--- config.mk ---
export PLATFORM = sky130hd
export DESIGN_NAME = shs_heat_seq
export DESIGN_NICKNAME = d
export VERILOG_FILES = /design/src/shs_pkg.sv /design/src/shs_heat_seq.sv
export SDC_FILE = /design/constraint.sdc
export NUM_CORES = 1
export LEC_CHECK = 0
export BUFFER_PORTS_ARGS = -buffer_cell sky130_fd_sc_hd__buf_2
export CAP_MARGIN = 0
export CORE_AREA = 4 4 187 189
export CTS_BUF_LIST = sky130_fd_sc_hd__clkbuf_4 sky130_fd_sc_hd__clkbuf_8
export DETAILED_ROUTE_END_ITERATION = 16
export DIE_AREA = 0 0 191 193
export PLACE_DENSITY = 0.82
export SLEW_MARGIN = 25
export SYNTH_ARGS = -nofsm -noshare
export SYNTH_HDL_FRONTEND = slang
export SYNTH_SLANG_ARGS = --single-unit
--- constraint.sdc ---
create_clock -name i_mclk -period 7 [get_ports i_mclk]
set_input_delay 1.05 -clock i_mclk [delete_from_list [all_inputs] [get_ports i_mclk]]
set_output_delay 1.05 -clock i_mclk [all_outputs]
set_load 0.05 [all_outputs]
--- src/shs_pkg.sv ---
// Purpose: constants and carrier types of the sensor heating sequencer
// Assumes: 200 MHz system clock, one-second time base
// Notes: temperatures in 0.01 degC signed, humidity in 0.01 %RH
package shs_pkg;

  // ****************************************************************
  // clock and time base
  // ****************************************************************
  localparam longint CLK_HZ = 200_000_000;
  localparam int TIMEBASE_S = 1;
  localparam int TICK_CYCLES = int'(CLK_HZ * TIMEBASE_S);

  // ****************************************************************
  // sequence timing, in seconds of the time base
  // ****************************************************************
  localparam int PURGE_TOTAL_S = 360;
  localparam int PURGE_HEAT_S = 240;
  localparam int PURGE_COOL_S = PURGE_TOTAL_S - PURGE_HEAT_S;
  localparam int STARTUP_S = 10;
  localparam logic [3:0] STARTUP_GO = 4'h2;
  localparam int XCOOL_S = 30;
  localparam logic [19:0] PERIOD_MIN = 20'h0_A8C0;
  localparam logic [19:0] PERIOD_MAX = 20'hD_2F00;

  // ****************************************************************
  // register indexes
  // ****************************************************************
  localparam logic [3:0] REG_CTRL = 4'h0;
  localparam logic [3:0] REG_PURGE_CFG = 4'h1;
  localparam logic [3:0] REG_PURGE_PERIOD = 4'h2;
  localparam logic [3:0] REG_PURGE_TEMP = 4'h3;
  localparam logic [3:0] REG_XHEAT_TEMP = 4'h4;
  localparam logic [3:0] REG_XHEAT_DUR = 4'h5;
  localparam logic [3:0] REG_XHEAT_LIMIT = 4'h6;
  localparam logic [3:0] REG_STATUS = 4'h7;

  // ****************************************************************
  // field positions and reset values
  // ****************************************************************
  localparam int CTRL_WARM_BIT = 0;
  localparam int CTRL_XHEAT_BIT = 1;
  localparam int PCFG_STARTUP_BIT = 0;
  localparam int PCFG_INTERVAL_BIT = 1;
  localparam logic [19:0] PERIOD_RST = 20'h1_5180;
  localparam logic [15:0] PURGE_TEMP_RST = 16'h4650;
  localparam logic [15:0] XHEAT_TEMP_RST = 16'h2710;
  localparam logic [15:0] XHEAT_DUR_RST = 16'h001E;
  localparam logic [15:0] XHEAT_LIMIT_RST = 16'h251C;
  localparam logic [15:0] WARM_LIMIT = 16'h1F40;
  localparam logic [15:0] RH_FULL = 16'h2710;

  // ****************************************************************
  // states and carriers
  // ****************************************************************
  typedef enum logic [4:0] {
    ST_IDLE = 5'b00001,
    ST_PHEAT = 5'b00010,
    ST_PCOOL = 5'b00100,
    ST_XHEAT = 5'b01000,
    ST_XCOOL = 5'b10000
  } shs_state_type;

  typedef struct packed {
    logic valid;
    logic [15:0] rh;
    logic signed [15:0] dew;
    logic signed [15:0] amb;
    logic [15:0] mix;
  } shs_meas_type;

  typedef struct packed {
    logic rh_valid;
    logic [15:0] rh;
    logic signed [15:0] dew;
    logic signed [15:0] amb;
    logic [15:0] mix;
  } shs_out_type;

  typedef struct packed {
    logic probe_on;
    logic probe_boost;
    logic sens_on;
    logic [15:0] sens_setpt;
  } shs_heat_type;

  typedef struct packed {
    logic [3:0] addr;
    logic [31:0] wdata;
    logic wr;
    logic rd;
  } shs_bus_type;

  typedef struct packed {
    shs_state_type state;
    logic [27:0] tick_cnt;
    logic [19:0] sec_cnt;
    logic [19:0] intv_cnt;
    logic [3:0] boot_cnt;
    logic boot_done;
    logic purge_pend;
    logic xheat_pend;
    logic warm_en;
    logic xheat_en;
    logic su_en;
    logic iv_en;
    logic [19:0] period;
    logic [15:0] ptemp;
    logic [15:0] xtemp;
    logic [15:0] xdur;
    logic [15:0] xlim;
    logic [31:0] rdata;
    shs_out_type out;
  } shs_st_type;

endpackage

--- src/shs_heat_seq.sv ---
// Purpose: heating sequencer of a humidity and temperature probe
// Assumes: one 200 MHz clock, synchronous active-high reset
// Notes: registers are reached over a plain address/strobe port
//
// What this block does
// - with warming selected the probe heater runs all the time, boosted at 80 %RH when the extra probe is fitted (humidity is 0 without it).
// - warming without the extra temperature probe leaves only dew point and mixing ratio valid.
// - with the extra probe, humidity is computed from dew point and ambient temperature.
// - warming, purge and extra heating only work on a composite sensor.
// - a purge heats the sensor to a settable point, 180 degC by default, for 6 min in all.
// - interval purge repeats at a period held between half a day and ten days.
// - with startup purge on, a purge begins within 10 s of power-up.
// - a purge is a heating phase then a cooling phase, 6 min together, then normal mode.
// - outputs stay frozen through the whole purge, cooling included.
// - the purge configuration register turns startup and interval purge off or on; the period has its own register.
// - extra heating temperature, duration and humidity limit are all settable.
// - extra heating starts at the humidity limit, by default 100 degC for 30 s at 95 %RH.
// - a new extra heating cycle starts whenever the trigger is met again.
// - outputs hold the pre-cycle values through extra heating and its cooling.
//
// Decided for this implementation: the address-and-strobe port and the register offsets.
`timescale 1ns/100ps

module shs_heat_seq #(
  parameter int P_TICK_CYCLES = shs_pkg::TICK_CYCLES
) (
  // clock and reset
  input wire logic i_mclk,
  input wire logic i_rst,
  // register port
  input wire shs_pkg::shs_bus_type i_bus,
  output shs_pkg::shs_st_type o_dbg_unused_never,
  output logic [31:0] o_rdata,
  // probe fit and stored purge settings
  input wire logic i_composite,
  input wire logic i_tprobe,
  input wire logic i_nv_startup,
  input wire logic i_nv_interval,
  output logic o_nv_startup,
  output logic o_nv_interval,
  // measurement front end
  input wire shs_pkg::shs_meas_type i_meas,
  output shs_pkg::shs_heat_type o_heat,
  // held measurement outputs
  output shs_pkg::shs_out_type o_out,
  output logic o_frozen
);

  // ****************************************************************
  // state
  // ****************************************************************
  shs_pkg::shs_st_type st_reg;
  shs_pkg::shs_st_type st_next;
  logic tick;
  logic idle;
  logic feat_ok;
  logic purge_due;
  logic xheat_due;
  logic signed [17:0] rh_calc;
  logic [15:0] rh_sel;
  logic [19:0] wper;

  // feature gate and time base strobe
  assign feat_ok = i_composite;
  assign tick = (st_reg.tick_cnt == 28'(P_TICK_CYCLES - 1));
  assign idle = (st_reg.state == shs_pkg::ST_IDLE);

  // humidity from dew point depression, 5 %RH per degC, clipped to 0..100
  always_comb begin
    rh_calc = 18'sd10000 - 18'sd5 * (18'(i_meas.amb) - 18'(i_meas.dew));
    if (rh_calc < 18'sd0) begin
      rh_calc = 18'sd0;
    end else if (rh_calc > 18'sd10000) begin
      rh_calc = 18'sd10000;
    end
  end

  // source of the humidity output
  always_comb begin
    if (i_tprobe) begin
      rh_sel = rh_calc[15:0];
    end else if (st_reg.warm_en && feat_ok) begin
      rh_sel = 16'h0000;
    end else begin
      rh_sel = i_meas.rh;
    end
  end

  // requests waiting for the sequencer
  assign purge_due = feat_ok && st_reg.iv_en && (st_reg.intv_cnt >= st_reg.period);
  assign xheat_due = feat_ok && st_reg.xheat_en && i_meas.valid &&
                     (i_meas.rh >= st_reg.xlim);

  // clamp a written period into the legal range
  always_comb begin
    wper = i_bus.wdata[19:0];
    if (i_bus.wdata[31:20] != 12'h000 || wper > shs_pkg::PERIOD_MAX) begin
      wper = shs_pkg::PERIOD_MAX;
    end else if (wper < shs_pkg::PERIOD_MIN) begin
      wper = shs_pkg::PERIOD_MIN;
    end
  end

  // ****************************************************************
  // next state
  // ****************************************************************
  always_comb begin
    st_next = st_reg;
    st_next.rdata = 32'h0000_0000;

    // free-running one-second time base
    if (tick) begin
      st_next.tick_cnt = 28'h000_0000;
    end else begin
      st_next.tick_cnt = st_reg.tick_cnt + 28'h000_0001;
    end

    // register writes
    if (i_bus.wr) begin
      case (i_bus.addr)
        shs_pkg::REG_CTRL: begin
          st_next.warm_en = i_bus.wdata[shs_pkg::CTRL_WARM_BIT];
          st_next.xheat_en = i_bus.wdata[shs_pkg::CTRL_XHEAT_BIT];
        end
        shs_pkg::REG_PURGE_CFG: begin
          st_next.su_en = i_bus.wdata[shs_pkg::PCFG_STARTUP_BIT];
          st_next.iv_en = i_bus.wdata[shs_pkg::PCFG_INTERVAL_BIT];
        end
        shs_pkg::REG_PURGE_PERIOD: st_next.period = wper;
        shs_pkg::REG_PURGE_TEMP: st_next.ptemp = i_bus.wdata[15:0];
        shs_pkg::REG_XHEAT_TEMP: st_next.xtemp = i_bus.wdata[15:0];
        shs_pkg::REG_XHEAT_DUR: begin
          // a zero duration is stored as one; the phase then ends on its first tick
          st_next.xdur = (i_bus.wdata[15:0] == 16'h0000) ? 16'h0001 : i_bus.wdata[15:0];
        end
        shs_pkg::REG_XHEAT_LIMIT: st_next.xlim = i_bus.wdata[15:0];
        default: begin
        end
      endcase
    end

    // register reads, answered in the following cycle
    if (i_bus.rd) begin
      case (i_bus.addr)
        shs_pkg::REG_CTRL: st_next.rdata = {30'h0000_0000, st_reg.xheat_en, st_reg.warm_en};
        shs_pkg::REG_PURGE_CFG: st_next.rdata = {30'h0000_0000, st_reg.iv_en, st_reg.su_en};
        shs_pkg::REG_PURGE_PERIOD: st_next.rdata = {12'h000, st_reg.period};
        shs_pkg::REG_PURGE_TEMP: st_next.rdata = {16'h0000, st_reg.ptemp};
        shs_pkg::REG_XHEAT_TEMP: st_next.rdata = {16'h0000, st_reg.xtemp};
        shs_pkg::REG_XHEAT_DUR: st_next.rdata = {16'h0000, st_reg.xdur};
        shs_pkg::REG_XHEAT_LIMIT: st_next.rdata = {16'h0000, st_reg.xlim};
        shs_pkg::REG_STATUS: begin
          st_next.rdata = {20'h0_0000, st_reg.out.rh_valid, i_tprobe, i_composite,
                           st_reg.xheat_pend, st_reg.purge_pend, st_reg.boot_done,
                           1'b0, st_reg.state};
        end
        default: st_next.rdata = 32'h0000_0000;
      endcase
    end

    // startup purge, raised a couple of seconds after reset release
    if (tick && !st_reg.boot_done) begin
      st_next.boot_cnt = st_reg.boot_cnt + 4'h1;
      if (st_reg.boot_cnt + 4'h1 >= shs_pkg::STARTUP_GO) begin
        st_next.boot_done = 1'b1;
        if (st_reg.su_en && feat_ok) begin
          st_next.purge_pend = 1'b1;
        end
      end
    end

    // interval timer counts seconds of normal mode since the last purge
    if (!st_reg.iv_en) begin
      st_next.intv_cnt = 20'h0_0000;
    end else if (tick && idle && !purge_due) begin
      st_next.intv_cnt = st_reg.intv_cnt + 20'h0_0001;
    end
    if (purge_due) begin
      st_next.purge_pend = 1'b1;
      st_next.intv_cnt = 20'h0_0000;
    end
    if (xheat_due && idle) begin
      st_next.xheat_pend = 1'b1;
    end

    // capture fresh values only in normal mode
    if (idle && i_meas.valid) begin
      st_next.out.rh = rh_sel;
      st_next.out.dew = i_meas.dew;
      st_next.out.amb = i_meas.amb;
      st_next.out.mix = i_meas.mix;
      st_next.out.rh_valid = i_tprobe || !(st_reg.warm_en && feat_ok);
    end

    // sequencer
    case (st_reg.state)
      shs_pkg::ST_IDLE: begin
        st_next.sec_cnt = 20'h0_0000;
        if (st_reg.purge_pend) begin
          st_next.state = shs_pkg::ST_PHEAT;
          st_next.purge_pend = purge_due; // set wins over clear
        end else if (st_reg.xheat_pend) begin
          st_next.state = shs_pkg::ST_XHEAT;
          st_next.xheat_pend = xheat_due && idle; // set wins over clear
        end
      end
      shs_pkg::ST_PHEAT: begin
        if (tick) begin
          st_next.sec_cnt = st_reg.sec_cnt + 20'h0_0001;
          if (st_reg.sec_cnt + 20'h0_0001 >= 20'(shs_pkg::PURGE_HEAT_S)) begin
            st_next.state = shs_pkg::ST_PCOOL;
            st_next.sec_cnt = 20'h0_0000;
          end
        end
      end
      shs_pkg::ST_PCOOL: begin
        if (tick) begin
          st_next.sec_cnt = st_reg.sec_cnt + 20'h0_0001;
          if (st_reg.sec_cnt + 20'h0_0001 >= 20'(shs_pkg::PURGE_COOL_S)) begin
            st_next.state = shs_pkg::ST_IDLE;
            st_next.sec_cnt = 20'h0_0000;
            st_next.intv_cnt = 20'h0_0000;
          end
        end
      end
      shs_pkg::ST_XHEAT: begin
        if (tick) begin
          st_next.sec_cnt = st_reg.sec_cnt + 20'h0_0001;
          if (st_reg.sec_cnt + 20'h0_0001 >= {4'h0, st_reg.xdur}) begin
            st_next.state = shs_pkg::ST_XCOOL;
            st_next.sec_cnt = 20'h0_0000;
          end
        end
      end
      shs_pkg::ST_XCOOL: begin
        if (tick) begin
          st_next.sec_cnt = st_reg.sec_cnt + 20'h0_0001;
          if (st_reg.sec_cnt + 20'h0_0001 >= 20'(shs_pkg::XCOOL_S)) begin
            st_next.state = shs_pkg::ST_IDLE;
            st_next.sec_cnt = 20'h0_0000;
          end
        end
      end
      default: begin
        st_next.state = shs_pkg::ST_IDLE;
        st_next.sec_cnt = 20'h0_0000;
      end
    endcase

    // losing the composite sensor aborts any cycle at once
    if (!feat_ok) begin
      st_next.state = shs_pkg::ST_IDLE;
      st_next.purge_pend = 1'b0;
      st_next.xheat_pend = 1'b0;
    end
  end

  // ****************************************************************
  // state register
  // ****************************************************************
  // stored purge settings are loaded while reset is held, so a reset
  // with startup purge stored starts a purge (manual purge path)
  always_ff @(posedge i_mclk) begin
    if (i_rst) begin
      st_reg <= '0;
      st_reg.state <= shs_pkg::ST_IDLE;
      st_reg.su_en <= i_nv_startup;
      st_reg.iv_en <= i_nv_interval;
      st_reg.period <= shs_pkg::PERIOD_RST;
      st_reg.ptemp <= shs_pkg::PURGE_TEMP_RST;
      st_reg.xtemp <= shs_pkg::XHEAT_TEMP_RST;
      st_reg.xdur <= shs_pkg::XHEAT_DUR_RST;
      st_reg.xlim <= shs_pkg::XHEAT_LIMIT_RST;
    end else begin
      st_reg <= st_next;
    end
  end

  // ****************************************************************
  // outputs
  // ****************************************************************
  // heater drive follows the registered state, the probe heater also gated by i_composite directly
  always_comb begin
    o_heat.probe_on = st_reg.warm_en && feat_ok;
    o_heat.probe_boost = o_heat.probe_on && (st_reg.out.rh >= shs_pkg::WARM_LIMIT);
    o_heat.sens_on = 1'b0;
    o_heat.sens_setpt = 16'h0000;
    if (st_reg.state == shs_pkg::ST_PHEAT) begin
      o_heat.sens_on = 1'b1;
      o_heat.sens_setpt = st_reg.ptemp;
    end else if (st_reg.state == shs_pkg::ST_XHEAT) begin
      o_heat.sens_on = 1'b1;
      o_heat.sens_setpt = st_reg.xtemp;
    end
  end

  assign o_rdata = st_reg.rdata;
  assign o_out = st_reg.out;
  assign o_frozen = !idle;
  assign o_nv_startup = st_reg.su_en;
  assign o_nv_interval = st_reg.iv_en;
  assign o_dbg_unused_never = st_reg;

endmodule // shs_heat_seq

-- Word level (Yosys, flattened, before mapping)
Cells that the tools add are included.
- multipliers: 1
- equal/unequal tests: 22
- magnitude comparators: 12
- add/subtract/negate cells: 6
- reductions and logical operators: 37
- muxes and demuxes: 53
- bitwise logic cells: 2
- operators by type and width (cell ; number):
    two-way mux 20 bit ; 14
    two-way mux 183 bit ; 1
    case mux 20 bit (8 select lines) ; 1
    two-way mux 16 bit ; 9
    two-way mux 86 bit ; 1
    two-way mux 40 bit ; 2
    case mux 20 bit (4 select lines) ; 1
    two-way mux 65 bit ; 1
    two-way mux 5 bit ; 10
    adder 20 x 1 -> 20 bit (second input constant) ; 2
    two-way mux 17 bit ; 2
    adder 28 x 1 -> 28 bit (second input constant) ; 1
    equality test 28 bit (second input constant) ; 1
    case mux 5 bit (5 select lines) ; 1
    >= comparator 20 x 16 -> 1 bit ; 1
    >= comparator 20 bit ; 1
    >= comparator 20 x 5 -> 1 bit (second input constant) ; 1
    >= comparator 20 x 7 -> 1 bit (second input constant) ; 1
    >= comparator 20 x 8 -> 1 bit (second input constant) ; 1
    greater-than comparator 20 bit (second input constant) ; 1
    < comparator 20 x 16 -> 1 bit (second input constant) ; 1
    greater-than comparator 18 x 15 -> 1 bit (second input constant) ; 1
    < comparator 18 x 1 -> 1 bit (second input constant) ; 1
    multiplier 4 x 17 -> 18 bit (first input constant) ; 1
    other kinds (30) ; 76
- bits in registers: 265
- output and inout bits: 384
- logic and storage cells: 156
- input bits: 109

-- Logic depth before layout (Yosys ltp)
- word-level depth: 10
- mapped depth: 25
- depth with buffers taken out: 23

-- Worst setup path after synthesis
No wires, ideal clock.
- path type: in2reg
- from: in i_meas[16] (netlist name)
- to: reg st_reg, in the netlist o_dbg_unused_never[52]
- buffers on the path: 1
- slack: 1.205 ns
- setup time: 0.095 ns
- required time: 6.905 ns
- cell stages on the path: 24
- data arrival time: 5.700 ns
- cells stage by stage: inv_1 ha_1 fa_1 nor2b_1 o21ai_0 a21boi_0 o21ai_0 a21oi_1 a41o_1 o22a_1 xnor2_1 ha_1 fa_1 inv_1 ha_1 a21oi_1 o21ai_1 a31o_2 a31o_1 a211o_1 o2111a_2 buf_6 and2_1 a221oi_1
- longest elaborated chain between the ends: 7
- elaborated cells between the ends (all ways): 8
- those cells by class: add/sub: 2; mul: 1; order compare: 2; mux: 3
- RTL lines (item ; RTL line ; text):
    start: declaration ; shs_heat_seq.sv:42 ; input wire shs_pkg::shs_meas_type i_meas,
    subtractor 16 x 16 -> 17 bit * ; shs_heat_seq.sv:70 ; rh_calc = 18'sd10000 - 18'sd5 * (18'(i_meas.amb) - 18'(i_meas.dew));
    multiplier 4 x 17 -> 18 bit * ; shs_heat_seq.sv:70 ;
    subtractor 15 x 18 -> 18 bit * ; shs_heat_seq.sv:70 ;
    greater-than comparator 18 x 15 -> 1 bit ; shs_heat_seq.sv:73 ; end else if (rh_calc > 18'sd10000) begin
    two-way mux 16 bit ; shs_heat_seq.sv:73 ;
    two-way mux 16 bit * ; shs_heat_seq.sv:71 ; if (rh_calc < 18'sd0) begin
    two-way mux 16 bit * ; shs_heat_seq.sv:80 ; if (i_tprobe) begin
    end signal: assignment ; shs_heat_seq.sv:275 ; st_reg <= st_next;
    end: declaration ; shs_heat_seq.sv:52 ; shs_pkg::shs_st_type st_reg;
Every way passes the cells marked *; elsewhere a longest branch is shown, timed or not.
A chain may end at the register's enable or synchronous reset.

-- Worst setup path in the final report
- from: in i_meas[16] (netlist name)
- to: reg st_reg, in the netlist o_dbg_unused_never[58]
The elaborated chain is that of the path after synthesis.

==> metrics.txt <==
Setup TNS 0 ns; MaxCap Viol Count 0; Final Max Tran Viols 0; layout cells sized above 1 26.0%; outcome completed; clk_skew 0.0324 ns; Avg Synthesized Cell Area 7.90 µm²; WP data required 7.44 ns; # port buffers 468; root buffer cell clkbuf_8; synth warn 0; cell row count 67; # nets final 2534; crit-path most repeated cell ha_1; Setup violations, final 0; slowest cell on the critical path fa_1; first-pass GRT wire length 84200 µm; Die Ht 193 µm; RSZ-0062 raised after global routing false; min Tclk post-route 5.87 ns; Max IR drop VDD 0.263 mV; maximum clock path buffer count 3; number of flops mapped to enable cells by yosys 2; Adder-Cell Fraction of Synth Area 10.4%; Yosys top cell area share 32.3%; Synth Area in Simple Gates 21.5%; DRT Wirelength 57000 µm; WHS 0.466 ns; commonest non-fill, non-tap cells in the layout 467 x buf_2, 318 x nand2_1, 251 x dfxtp_1; Synth area leaders dfxtp_1 32%, ha_1 9.1%, nand2_1 7.7%, buf_4 5.7%, a21oi_1 5.5%; worst path arrival time 6.31 ns; crit-path max FO 11; final global-route overflow total 0; Syn-to-layout area delta 18.5%; largest net degree at the start of global routing 105; CP Capture Type flop; DIE AREA 36900 µm²; Initial DRC Count 1391; initial antenna violation count 4; fraction of the mapped netlist area in compound gates 18.7%; Hold Vio Cnt, Final 0; utilization after layout 55.3%; crit path kind in -> reg; Pre-antenna DRT Iters 6; mapped cell area 15500 µm²; area leader, netlist dfxtp_1; Fmax achieved 0.170 GHz; initial core utilization 46.7%; critical path buffer and inverter count 3; Async SR Flop Fraction 0%; cell family with the largest share of critical-path delay compound AO/OA/AOI/OAI gates; TritonCTS sink count 253; sequential standard cell area 5080 µm²; Least-Margin Pin Slew 1.11 ns; Post-CTS Hold Fix Bufs 0; # fillers 3089; H-tree depth reported by CTS 2; Num CTS Buffers 45; dpl cell area 17400 µm²; most common cell after layout, fill and taps aside buf_2; CTS resizes 0; PwrDens 278 nW/µm²; post-synthesis sequential area ratio 32.7%; footprint of the multi-input gates 8820 µm²; hold crit path type reg -> reg; Slew headroom 25.4%; number of synthesized register bits 253; Core Area 33300 µm²; Total GRT Usage 28.9%; routed vias 15900; CP Launch Type input pin; worst-path cell chain buf_2 > inv_1 > ha_1 > fa_1 > nor2b_1 > o21ai_0 > a21boi_0 > o21ai_0 > a21oi_1 > a41o_1 > o22a_1 > xnor2_1 > ha_1 > fa_1 > inv_1 > ha_1 > a21oi_1 > o21ai_1 > a31o_2 > a31o_1 > a211o_1 > o2111a_2 > and4_1 > nor4_1; CTS tree built; Antenna Violating Nets Remaining 0; Synth Area in XOR/XNOR 4.61%; IO Pins 493; Clock Latency Late Sink 0.57 ns; WL/cell 20.4 µm; leak pwr 8.70 nW; post-layout instance area 18400 µm²; Post-DP HPWL 43500 µm; mux contribution to synthesized area 0.612%; Mapped Cells 1968; Synth cell types 86; Period Utilization, post-route 83.8%; main combinational cell family by area after synthesis simple AND/OR/NAND/NOR gates; clk slew on worst S/H paths 0.05 ns; DRC 0; die width 191 µm; gpl congestion 0.947; vias in the first global route 14900; postcts setup bufs 0; main flop type after synthesis dfxtp_1; max incr delay on CP 0.50 ns; DR vias/cell 5.72
[worst paths after layout]
| check | start | endpoint | slack (ns) | depth (start not counted) |
|---|---|---|---|---|
| worst max-delay path | i_meas[16] | o_dbg_unused_never[58] | 1.13 | 24 |
| worst min-delay path | o_dbg_unused_never[31] | o_dbg_unused_never[31] | 0.47 | 2 |
| worst max register to register | o_dbg_unused_never[212] | o_dbg_unused_never[206] | 3.10 | 10 |
| worst min register to register | o_dbg_unused_never[31] | o_dbg_unused_never[31] | 0.47 | 2 |
[flip-flops by register name (all words and copies together) (netlist names)]
name	flops
o_rdata	20
o_dbg_unused_never	231
o_nv_startup	1
o_nv_interval	1
[power by group]
group	total (mW)	switching (mW)	internal, mW
registers	1.54	0.0538	1.49
clock network	1.53	0.644	0.883
logic	2.05	1.34	0.711
[cells by family after synthesis]
kind of cell	count (synthesis)
simple gates	707
xor+xnor	80
buf+inv	347
other cells	1
mux	8
flops	253
compound gates	449
fa+ha+maj	123
[metrics by stage]
step | power [mW] | setup WS, ns | std cells
2_1_floorplan | 3.24 | 1.21 | 1991
3_3_place_gp | 3.56 | 0.740 | 2702
3_5_place_dp | 3.61 | 0.593 | 2702
4_1_cts | 5.13 | 1.16 | 2784
5_1_grt | 5.43 | 0.783 | 2787
6_report | 5.12 | 1.13 | 2789
[tightest hold or removal path, delay by kind of cell (launching register included)]
family,cells,cell delay [ns]
flip-flops,1,0.31
AND/OR/NAND/NOR,1,0.05
AO/OA/AOI/OAI,1,0.05
[per-layer routing]
| layer | wire (µm) | vias to the layer above | track usage, % |
|---|---|---|---|
| met5 | 10 | - | 0 |
| met4 | 2750 | 2 | 13.6 |
| met3 | 5870 | 170 | 7.18 |
| met2 | 27600 | 921 | 50.9 |
| met1 | 20800 | 7463 | 32.9 |
| li1 | - | 7390 | - |
[cell type report]
type / count / area share [%]
Tap cell: 448 / 3.05
Multi-Input combinational cell: 1391 / 47.9
Clock buffer: 73 / 4.85
Clock inverter: 9 / 0.571
Sequential cell: 253 / 27.6
Timing Repair Buffer: 481 / 13.3
Antenna cell: 4 / 0.0544
Inverter: 130 / 2.65
[cells in the mapped netlist, drive strengths merged, types with 29 or more instances]
master and n:
dfxtp 251, a22oi 46, nand3 44, nand2 319
nor2 123, o21ai 58, inv 130, clkbuf 83
buf 134, ha 113, a21oi 181, xor2 39
xnor2 41, nand4 39, nor3 29
No activity file was read; power rests on OpenSTA's default activity.
